### config.mk
export PLATFORM = sky130hd
export DESIGN_NAME = vrc_ctrl
export DESIGN_NICKNAME = d
export VERILOG_FILES = /design/src/logic/vrc_pkg.sv /design/src/logic/vrc_ctrl.sv
export VERILOG_INCLUDE_DIRS = /design/src /design/src/logic
export SDC_FILE = /design/constraint.sdc
export NUM_CORES = 1
export LEC_CHECK = 0
export ABC_AREA = 1
export BUFFER_PORTS_ARGS = -buffer_cell sky130_fd_sc_hd__buf_2
export CAP_MARGIN = 10
export CORE_MARGIN = 2
export CORE_UTILIZATION = 35
export DETAILED_ROUTE_END_ITERATION = 12
export MAX_ROUTING_LAYER = met4
export PLACE_DENSITY = 0.53
export SETUP_SLACK_MARGIN = 0.05
export SLEW_MARGIN = 20
export SYNTH_ARGS = -nofsm -noshare
export SYNTH_HDL_FRONTEND = slang
export SYNTH_SLANG_ARGS = --single-unit
### constraint.sdc
create_clock -name core_clk -period 3.05 [get_ports core_clk]
set_input_delay 0.305 -clock core_clk [delete_from_list [all_inputs] [get_ports core_clk]]
set_output_delay 0.305 -clock core_clk [all_outputs]
set_load 0.005 [all_outputs]
### src/logic/vrc_cfg.svh
// Purpose: timing constants of the recorder control sequencer
// Assumes: 50 MHz core clock; figures are given at an 8 kHz sample rate
// Notes: definitions only
`ifndef VRC_CFG_SVH
`define VRC_CFG_SVH

`define VRC_CLK_HZ 50000000
`define VRC_CYC_PER_US (`VRC_CLK_HZ / 1000000)
`define VRC_CYC(us) ((us) * `VRC_CYC_PER_US)
`define VRC_FSAMP_REF_HZ 8000

// least pulse width on begin, halt, pause
`define VRC_T_PULSE_US 40
// address control at start of recording or playback and at end of recording
`define VRC_T_AD_US 1000
// oscillator settling after begin in idle power-down
`define VRC_T_ANA_US 32000
// output ramp at start and end of playback in idle power-down
`define VRC_T_AOR_US 64000
`define VRC_T_AOF_US 256000
// indicator fall to power-down
`define VRC_T_MS_US 70
// host busy times
`define VRC_T_BR_US 125
`define VRC_T_B1_US 16
`define VRC_T_BAW_US 270
`define VRC_T_BAD_US 50

`endif

### src/logic/vrc_pkg.sv
// Purpose: types of the recorder control sequencer
// Assumes: nothing
// Notes: states are Gray coded in declaration order, which the record/playback path does not follow step by step
package vrc_pkg;

  typedef enum logic [3:0] {
    VRC_IDLE       = 4'h0,
    VRC_OSC_WAIT   = 4'h1,
    VRC_ADDR_START = 4'h3,
    VRC_RAMP_UP    = 4'h2,
    VRC_ACTIVE     = 4'h6,
    VRC_ADDR_END   = 4'h7,
    VRC_RAMP_DOWN  = 4'h5,
    VRC_PD_ENTER   = 4'h4,
    VRC_VOICE_WAIT = 4'hC,
    VRC_PAUSED     = 4'hE
  } vrc_state_t;

  typedef enum logic [2:0] {
    VRC_CMD_ONE      = 3'h0,
    VRC_CMD_TWO      = 3'h1,
    VRC_CMD_DATA     = 3'h2,
    VRC_CMD_PTR_WR   = 3'h3,
    VRC_CMD_PTR_ADDR = 3'h4,
    VRC_CMD_PTR_RD   = 3'h5
  } vrc_cmd_t;

endpackage : vrc_pkg

### src/logic/vrc_ctrl.sv
// Purpose: control sequencer of a voice recorder/player, stand-alone and host paths
// Assumes: core_clk 50 MHz; pins are asynchronous; cmd_* and the memory flags are on core_clk
// Notes: all latencies scale with 8 kHz / FSAMP_HZ
//
// How it works
// - latencies scale with sampling period; pulses >= 40 us
// - 1 ms address control before sample data
// - 1 ms address control storing recording end
// - halt leaves voice standby within 500 us
// - pause stops recording or playback within 250 us
// - begin while paused resumes within 500 us
// - power-down mode: 32 ms oscillator settle after begin
// - power-down mode: halt in recording, indicator falls fast
// - power-down mode: halt in playback, falls within 260 ms
// - power-down mode: 64 ms ramp at playback start
// - power-down mode: 256 ms ramp at playback end
// - power-down entered 70 us after indicator falls (playback) or address control ends (recording)
// - power-down mode: halt while paused ends operation
// - no power-down: indicator rises within 1 ms
// - no power-down: indicator falls within 1 ms of halt
// - no power-down: voice standby within 1 ms
// - no power-down: halt while paused ends within 1 ms
// - host busy 125 us after reset plus settling
// - busy at most 16 us per nibble command
// - pointer write busy 270 us, address nibble 50 us
`include "vrc_cfg.svh"
`timescale 1ns/1ps
`default_nettype none

module vrc_ctrl import vrc_pkg::*; #(
  parameter int unsigned FSAMP_HZ = `VRC_FSAMP_REF_HZ,
  parameter int unsigned AD_CYC = `VRC_CYC(`VRC_T_AD_US),
  parameter int unsigned ANA_CYC = `VRC_CYC(`VRC_T_ANA_US),
  parameter int unsigned AOR_CYC = `VRC_CYC(`VRC_T_AOR_US),
  parameter int unsigned AOF_CYC = `VRC_CYC(`VRC_T_AOF_US),
  parameter int unsigned BR_CYC = `VRC_CYC(`VRC_T_BR_US),
  parameter int unsigned BAW_CYC = `VRC_CYC(`VRC_T_BAW_US),
  parameter int unsigned OSC_SETTLE_CYC = 0
) (
  // clock and reset
  input wire logic core_clk,
  input wire logic rst_n,
  // stand-alone pins
  input wire logic begin_pulse_n_in,
  input wire logic halt_pulse_n_in,
  input wire logic pause_pulse_n_in,
  input wire logic phrase_select_bit0,
  input wire logic phrase_select_bit1,
  input wire logic phrase_select_bit2,
  input wire logic direction_select,
  input wire logic idle_powerdown_select,
  input wire logic voice_trigger_en,
  // from the analog and memory side
  input wire logic voice_detect,
  input wire logic msg_end,
  // host port
  input wire logic host_mode,
  input wire logic cmd_valid,
  input wire logic [2:0] cmd_kind,
  output logic cmd_taken,
  output logic busy,
  // status
  output logic activity_indicator,
  output logic addr_ctrl,
  output logic sample_move,
  output logic voice_standby,
  output logic paused,
  output logic ramp_active,
  output logic powerdown,
  output logic rec_mode,
  output logic [2:0] phrase_latched
);

  // ---------------------------------------------------------------
  // scaled cycle counts
  // ---------------------------------------------------------------
  function automatic int unsigned vrc_scale(input longint unsigned base, input bit up);
    longint unsigned num;
    longint unsigned q;
    num = base * `VRC_FSAMP_REF_HZ;
    q = up ? (num + FSAMP_HZ - 1) / FSAMP_HZ : num / FSAMP_HZ;
    vrc_scale = (q == 0) ? 1 : 32'(q);
  endfunction : vrc_scale

  localparam int unsigned K_PULSE = vrc_scale(`VRC_CYC(`VRC_T_PULSE_US), 1'b1);
  localparam int unsigned K_AD = vrc_scale(AD_CYC, 1'b0);
  localparam int unsigned K_ANA = vrc_scale(ANA_CYC, 1'b0);
  localparam int unsigned K_AOR = vrc_scale(AOR_CYC, 1'b0);
  localparam int unsigned K_AOF = vrc_scale(AOF_CYC, 1'b0);
  localparam int unsigned K_MS = vrc_scale(`VRC_CYC(`VRC_T_MS_US), 1'b0);
  localparam int unsigned K_BR = vrc_scale(BR_CYC, 1'b0);
  localparam int unsigned K_B1 = vrc_scale(`VRC_CYC(`VRC_T_B1_US), 1'b0);
  localparam int unsigned K_BAW = vrc_scale(BAW_CYC, 1'b0);
  localparam int unsigned K_BAD = vrc_scale(`VRC_CYC(`VRC_T_BAD_US), 1'b0);

  if (FSAMP_HZ < 1000 || FSAMP_HZ > 64000) begin : g_bad_fsamp
    $error("vrc_ctrl: FSAMP_HZ out of range");
  end

  // ---------------------------------------------------------------
  // pulse inputs: sync, width filter, one event per pulse
  // ---------------------------------------------------------------
  logic [2:0] pulse_raw_n;
  logic [2:0] pulse_ev;
  logic host_sel;
  assign pulse_raw_n = {pause_pulse_n_in, halt_pulse_n_in, begin_pulse_n_in};

  for (genvar i = 0; i < 3; i++) begin : g_pulse
    logic s1_r;
    logic s2_r;
    logic [31:0] wid_r;
    always_ff @(posedge core_clk) begin
      if (!rst_n) begin
        s1_r <= 1'b1;
        s2_r <= 1'b1;
        wid_r <= 32'h0000_0000;
      end else begin
        s1_r <= pulse_raw_n[i];
        s2_r <= s1_r;
        // saturate so a long press fires once only
        if (s2_r) wid_r <= 32'h0000_0000;
        else if (wid_r != K_PULSE) wid_r <= wid_r + 32'h0000_0001;
      end
    end
    assign pulse_ev[i] = !s2_r && (wid_r == K_PULSE - 1) && !host_sel;
  end

  logic begin_ev;
  logic halt_ev;
  logic pause_ev;
  assign begin_ev = pulse_ev[0];
  assign halt_ev = pulse_ev[1];
  assign pause_ev = pulse_ev[2];

  // ---------------------------------------------------------------
  // level pins: two-flop synchronisers
  // ---------------------------------------------------------------
  logic [6:0] lvl_s1_r;
  logic [6:0] lvl_s2_r;
  always_ff @(posedge core_clk) begin
    if (!rst_n) begin
      lvl_s1_r <= 7'h3F;
      lvl_s2_r <= 7'h3F;
    end else begin
      lvl_s1_r <= {host_mode, voice_trigger_en, idle_powerdown_select, direction_select,
                   phrase_select_bit2, phrase_select_bit1, phrase_select_bit0};
      lvl_s2_r <= lvl_s1_r;
    end
  end

  logic pd_sel;
  logic vox_en;
  logic dir_rec;
  assign pd_sel = !lvl_s2_r[4];
  assign vox_en = lvl_s2_r[5];
  assign dir_rec = lvl_s2_r[3];
  assign host_sel = lvl_s2_r[6];

  // ---------------------------------------------------------------
  // sequencer
  // ---------------------------------------------------------------
  vrc_state_t state_r;
  vrc_state_t state_nxt;
  logic [31:0] tmr_r;
  logic [31:0] tmr_nxt;
  logic [31:0] age_r;
  logic rec_r;
  logic [2:0] phrase_r;
  logic pd_r;
  logic pd_nxt;
  logic tmr_done;
  logic tracking;
  vrc_state_t start_tgt;
  vrc_state_t stop_tgt;

  assign tmr_done = (tmr_r == 32'h0000_0000);
  assign tracking = (state_r == VRC_IDLE) || (state_r == VRC_OSC_WAIT) ||
                    (state_r == VRC_VOICE_WAIT);
  assign start_tgt = (dir_rec && vox_en) ? VRC_VOICE_WAIT : VRC_ADDR_START;
  assign stop_tgt = rec_r ? VRC_ADDR_END : (pd_sel ? VRC_RAMP_DOWN : VRC_IDLE);

  always_comb begin
    state_nxt = state_r;
    case (state_r)
      VRC_IDLE: if (begin_ev) state_nxt = pd_sel ? VRC_OSC_WAIT : start_tgt;
      VRC_OSC_WAIT: if (tmr_done) state_nxt = start_tgt;
      VRC_VOICE_WAIT: begin
        if (halt_ev) state_nxt = VRC_IDLE;
        else if (voice_detect) state_nxt = VRC_ADDR_START;
      end
      VRC_ADDR_START: begin
        if (tmr_done) state_nxt = (!rec_r && pd_sel) ? VRC_RAMP_UP : VRC_ACTIVE;
      end
      VRC_RAMP_UP: begin
        if (halt_ev) state_nxt = stop_tgt;
        else if (tmr_done) state_nxt = VRC_ACTIVE;
      end
      VRC_ACTIVE: begin
        if (halt_ev || msg_end) state_nxt = stop_tgt;
        else if (pause_ev) state_nxt = VRC_PAUSED;
      end
      VRC_PAUSED: begin
        if (halt_ev) state_nxt = stop_tgt;
        else if (begin_ev) state_nxt = VRC_ACTIVE;
      end
      VRC_ADDR_END: if (tmr_done) state_nxt = pd_sel ? VRC_PD_ENTER : VRC_IDLE;
      VRC_RAMP_DOWN: if (tmr_done) state_nxt = VRC_PD_ENTER;
      VRC_PD_ENTER: if (tmr_done) state_nxt = VRC_IDLE;
      default: state_nxt = VRC_IDLE;
    endcase
  end

  // timer reloads on every state change, one less than the interval
  always_comb begin
    tmr_nxt = tmr_done ? tmr_r : tmr_r - 32'h0000_0001;
    if (state_nxt != state_r) begin
      case (state_nxt)
        VRC_OSC_WAIT: tmr_nxt = K_ANA - 1;
        VRC_ADDR_START: tmr_nxt = K_AD - 1;
        VRC_ADDR_END: tmr_nxt = K_AD - 1;
        VRC_RAMP_UP: tmr_nxt = K_AOR - 1;
        VRC_RAMP_DOWN: tmr_nxt = K_AOF - 1;
        VRC_PD_ENTER: tmr_nxt = K_MS - 1;
        default: tmr_nxt = 32'h0000_0000;
      endcase
    end
  end

  // power-down follows the tail of an operation; a begin wakes the part, but a begin during VRC_PD_ENTER is lost
  assign pd_nxt = (state_r == VRC_PD_ENTER && tmr_done) ? 1'b1 :
                  (begin_ev ? 1'b0 : pd_r);

  always_ff @(posedge core_clk) begin
    if (!rst_n) begin
      state_r <= VRC_IDLE;
      tmr_r <= 32'h0000_0000;
      age_r <= 32'h0000_0000;
      pd_r <= 1'b0;
      rec_r <= 1'b0;
      phrase_r <= 3'h0;
    end else begin
      state_r <= state_nxt;
      tmr_r <= tmr_nxt;
      age_r <= (state_nxt != state_r) ? 32'h0000_0000 :
               ((&age_r) ? age_r : age_r + 32'h0000_0001);
      pd_r <= pd_nxt;
      // selection freezes once the indicator rises; the pins may move later
      if (tracking) begin
        rec_r <= dir_rec;
        phrase_r <= lvl_s2_r[2:0];
      end
    end
  end

  assign activity_indicator = (state_r == VRC_ADDR_START) || (state_r == VRC_RAMP_UP) ||
                              (state_r == VRC_ACTIVE) || (state_r == VRC_PAUSED) ||
                              (state_r == VRC_RAMP_DOWN);
  assign addr_ctrl = (state_r == VRC_ADDR_START) || (state_r == VRC_ADDR_END);
  assign sample_move = (state_r == VRC_ACTIVE);
  assign voice_standby = (state_r == VRC_VOICE_WAIT);
  assign paused = (state_r == VRC_PAUSED);
  assign ramp_active = (state_r == VRC_RAMP_UP) || (state_r == VRC_RAMP_DOWN);
  assign powerdown = pd_r;
  assign rec_mode = rec_r;
  assign phrase_latched = phrase_r;

  // ---------------------------------------------------------------
  // host busy
  // ---------------------------------------------------------------
  logic [31:0] busy_r;
  logic [31:0] busy_load;
  assign busy = (busy_r != 32'h0000_0000);
  // commands while busy are dropped; the host must poll busy first
  assign cmd_taken = host_sel && cmd_valid && !busy;
  assign busy_load = (cmd_kind == VRC_CMD_PTR_WR) ? K_BAW :
                     (cmd_kind == VRC_CMD_PTR_ADDR) ? K_BAD : K_B1;

  always_ff @(posedge core_clk) begin
    if (!rst_n) busy_r <= K_BR + OSC_SETTLE_CYC;
    else if (cmd_taken) busy_r <= busy_load;
    else if (busy) busy_r <= busy_r - 32'h0000_0001;
  end
endmodule : vrc_ctrl

`default_nettype wire

==> flow_metrics.py <==
metrics = {
    "status": {
        "status": "finished, final reports clean",
    },
    "pwr": {
        "p_leak_nw": 4.63,
        "irDropWorstVdd_uv": 409,
        "powerDensity_nw_per_um2": 739,
    },
    "global_route": {
        "grt_max_degree": 37,
        "grt_overflow": 0,
        "grt_usage_pct": 16.7,
        "grt_pass1_vias": 8597,
        "antenna_found_initial": 0,
        "grt_pass1_wl_mm": 40.7,
    },
    "critical_path": {
        "r2r_end": "tmr_r[13]",
        "crit_slowest_cell": "dfxtp_1",
        "arrival_ps": 3050,
        "critPathKind": "reg -> reg",
        "crit_top_cell": "nand2_1",
        "worstPathRequired_ps": 3420,
        "path_cells": "inv_1, ha_1, nand3_2, inv_2, nand2_1, nor2_4, nand3_1, nand3_1, nand4_4, nand2_2, nand2_2, inv_2, nand2_2, nor2_4, buf_4, nand2_1, nand2_1, nand2_1, nor2_1",
        "worst_path_largest_cell_delay_ps": 330,
        "worstPathMaxFanout": 11,
        "rrSetupSlack_ps": 380,
        "critical_path_buf_inv_count": 4,
        "timing.rr.start": "tmr_r[0]",
        "reg2reg_depth": 19,
        "critPathTopFamily": "simple AND/OR/NAND/NOR gates",
        "worstSetupStartpointType": "flop",
        "cp-end-kind": "flop",
    },
    "routing": {
        "first_iter_violations": 491,
        "num_vias": 9047,
        "post-route-drc-count": 0,
        "vias_per_cell": 4.66,
        "drt-total-wl_mm": 23.7,
        "dr.pass1.iters": 4,
        "ant_nets": 0,
        "wl_per_cell_um": 12.2,
    },
    "placement": {
        "postPlaceCellArea_um2": 10700,
        "place_ws_ps": 247,
        "dp_hpwl_mm": 17.9,
        "place_congestion": 0.883,
        "io_buffer_count": 30,
    },
    "clock_tree": {
        "cts_buffers": 17,
        "clock_path_buffers": 2,
        "cts_tree": "done",
        "clkSinkCount": 189,
        "cts_setup_buffers": 0,
        "clock_latency_ps": 450,
        "cts_hold_buf": 0,
        "clkTransAtPathRegs_ps": 80,
        "cts_htree_levels": 4,
        "post_cts_resized": 0,
        "cts_root_buf": "clkbuf_16",
    },
    "layout": {
        "antenna_cells": 0,
        "nNetsFinal": 1569,
        "layout_common_cells": "nand2_1 (269), nor2_1 (223), inv_1 (219)",
        "areaGrowthSynthToFinish_pct": 12.2,
        "n_fill_cell": 3036,
        "layout_commonest_cell": "nand2_1",
        "final_area_um2": 11300,
        "drive_above_1_share_pct": 11.2,
    },
    "floorplanning": {
        "dieWidth_um": 174,
        "start_util_pct": 35.3,
        "io_pins": 31,
        "chipHeight_um": 174,
        "fp.dieArea_um2": 30100,
        "design.core.area_um2": 28500,
        "rows": 62,
    },
    "timing": {
        "hold_viol": 0,
        "fin_skew_ps": 14.3,
        "tns_ps": 0,
        "worst_pin_slew_ps": 631,
        "rsz0062_at_grt": "no",
        "fmax_mhz": 374,
        "maxSlewViolCount": 0,
        "fin_crit_sh_pct": 87.7,
        "min_period_ps": 2670,
        "setup_viol": 0,
        "slew_headroom_pct": 57.5,
        "whs_ps": 51.0,
        "worst_slack_ps": 375,
    },
    "synthesis": {
        "synth-edff-count": 0,
        "synth_top_flop_cell": "dfxtp_1",
        "synth-adder-area-share_pct": 0.995,
        "synthSimpleGateAreaFrac_pct": 36.2,
        "ys_ff_latch": 189,
        "ys_seq_area_share_pct": 37.6,
        "synth-compound-area-share_pct": 11.9,
        "syn_avg_cell_area_um2": 6.68,
        "muxShareOfSynthArea_pct": 0,
        "synthesis.nets": 1531,
        "synthXorXnorAreaFrac_pct": 3.40,
        "synth_top_family_by_area": "simple AND/OR/NAND/NOR gates",
        "syn_area_um2": 10100,
        "syn_inst": 1505,
        "synth_cell_types": 49,
        "synth_warnings": 0,
        "ys_async_sr_fraction_pct": 0,
    },
    "min_path": {
        "min_to": "g_pulse[2].s1_r",
        "hold_path_startpoint": "pause_pulse_n_in",
        "holdPathStages": 2,
        "hold_class": "in -> reg",
    },
    "job": {
        "drv_cap": 0,
    },
}
metal layers:
| metal | vias to the layer above | share of wire, % | GRT usage (%) |
|---|---|---|---|
| li1 | 4913 | - | - |
| met1 | 4021 | 51 | 22.1 |
| met2 | 101 | 45 | 26.9 |
| met3 | 12 | 2.7 | 2.83 |
| met4 | 0 | 0.83 | 3.74 |
| met5 | - | 0 | - |
flip-flops by register name, summed over array words and instances (netlist names):
name,flops
lvl_s1_r,7
powerdown,1
g_pulse.s2_r,3
rec_mode,1
busy_r,32
phrase_latched,3
state_r,4
g_pulse.wid_r,96
g_pulse.s1_r,3
tmr_r,32
lvl_s2_r,7
through the flow:
stage	total power, W	util [%]	instances
finish	0.00834	39.6	1940
global route	0.00897	39.6	1940
CTS	0.00841	39.6	1940
detailed placement	0.00606	37.4	1908
global placement	0.00610	37.4	1908
floorplan	0.00541	-	1505
where the power goes:
part,leakage (nW),internal [W],total [W],switching [W]
Clock,0.293,0.00112,0.00228,0.00116
Sequential,1.53,0.00269,0.00293,0.000240
Combinational,2.81,0.00109,0.00313,0.00204
final cells by class:
| cell class | instances | area, µm² | share of cell area [%] |
|---|---|---|---|
| clock buffer | 17 | 425 | 3.77 |
| tap | 384 | 480 | 4.26 |
| timing repair buffer | 41 | 233 | 2.06 |
| multi-input combinational | 1059 | 5300 | 46.9 |
| sequential | 189 | 3780 | 33.5 |
| inverter | 235 | 882 | 7.82 |
| clock inverter | 15 | 188 | 1.66 |
how the worst max path moves through the flow:
stage          cells past startpoint  slack (ps)   endpoint  startpoint
2_1_floorplan                     16         790   tmr_r[5]    tmr_r[0]
3_3_place_gp                      17         310   tmr_r[1]    tmr_r[0]
3_5_place_dp                      17         250   tmr_r[1]    tmr_r[0]
4_1_cts                           11          80  cmd_taken   busy_r[0]
5_1_grt                           17          80   tmr_r[5]    tmr_r[0]
6_report                          19         380  tmr_r[13]    tmr_r[0]
cell usage after synthesis, drive strengths merged, types with 16 or more instances:
library cell / number / share of area [%]
a21oi: 105 / 5.3
dfxtp: 189 / 38
nor3: 73 / 3.8
nand4: 32 / 2.3
nor4: 16 / 1.0
o21ai: 91 / 4.6
nand2: 288 / 11
nand3: 93 / 4.9
xor2: 25 / 2.2
nor2: 253 / 11
or2: 21 / 1.3
inv: 233 / 8.7
worst reg2reg max path: cells and delay by family, from the launching register on:
family	cells	cell delay [ps]
flops	1	330
buf+inv	4	420
fa+ha+maj	1	250
simple gates	14	1610
cell families after synthesis:
logic type               count (synthesis)
flip-flops                             189
buffers and inverters                  257
AO/OA/AOI/OAI                          223
XOR/XNOR                                39
adder cells (fa/ha/maj)                  8
AND/OR/NAND/NOR                        789
Power figures use the tool's default switching activity.
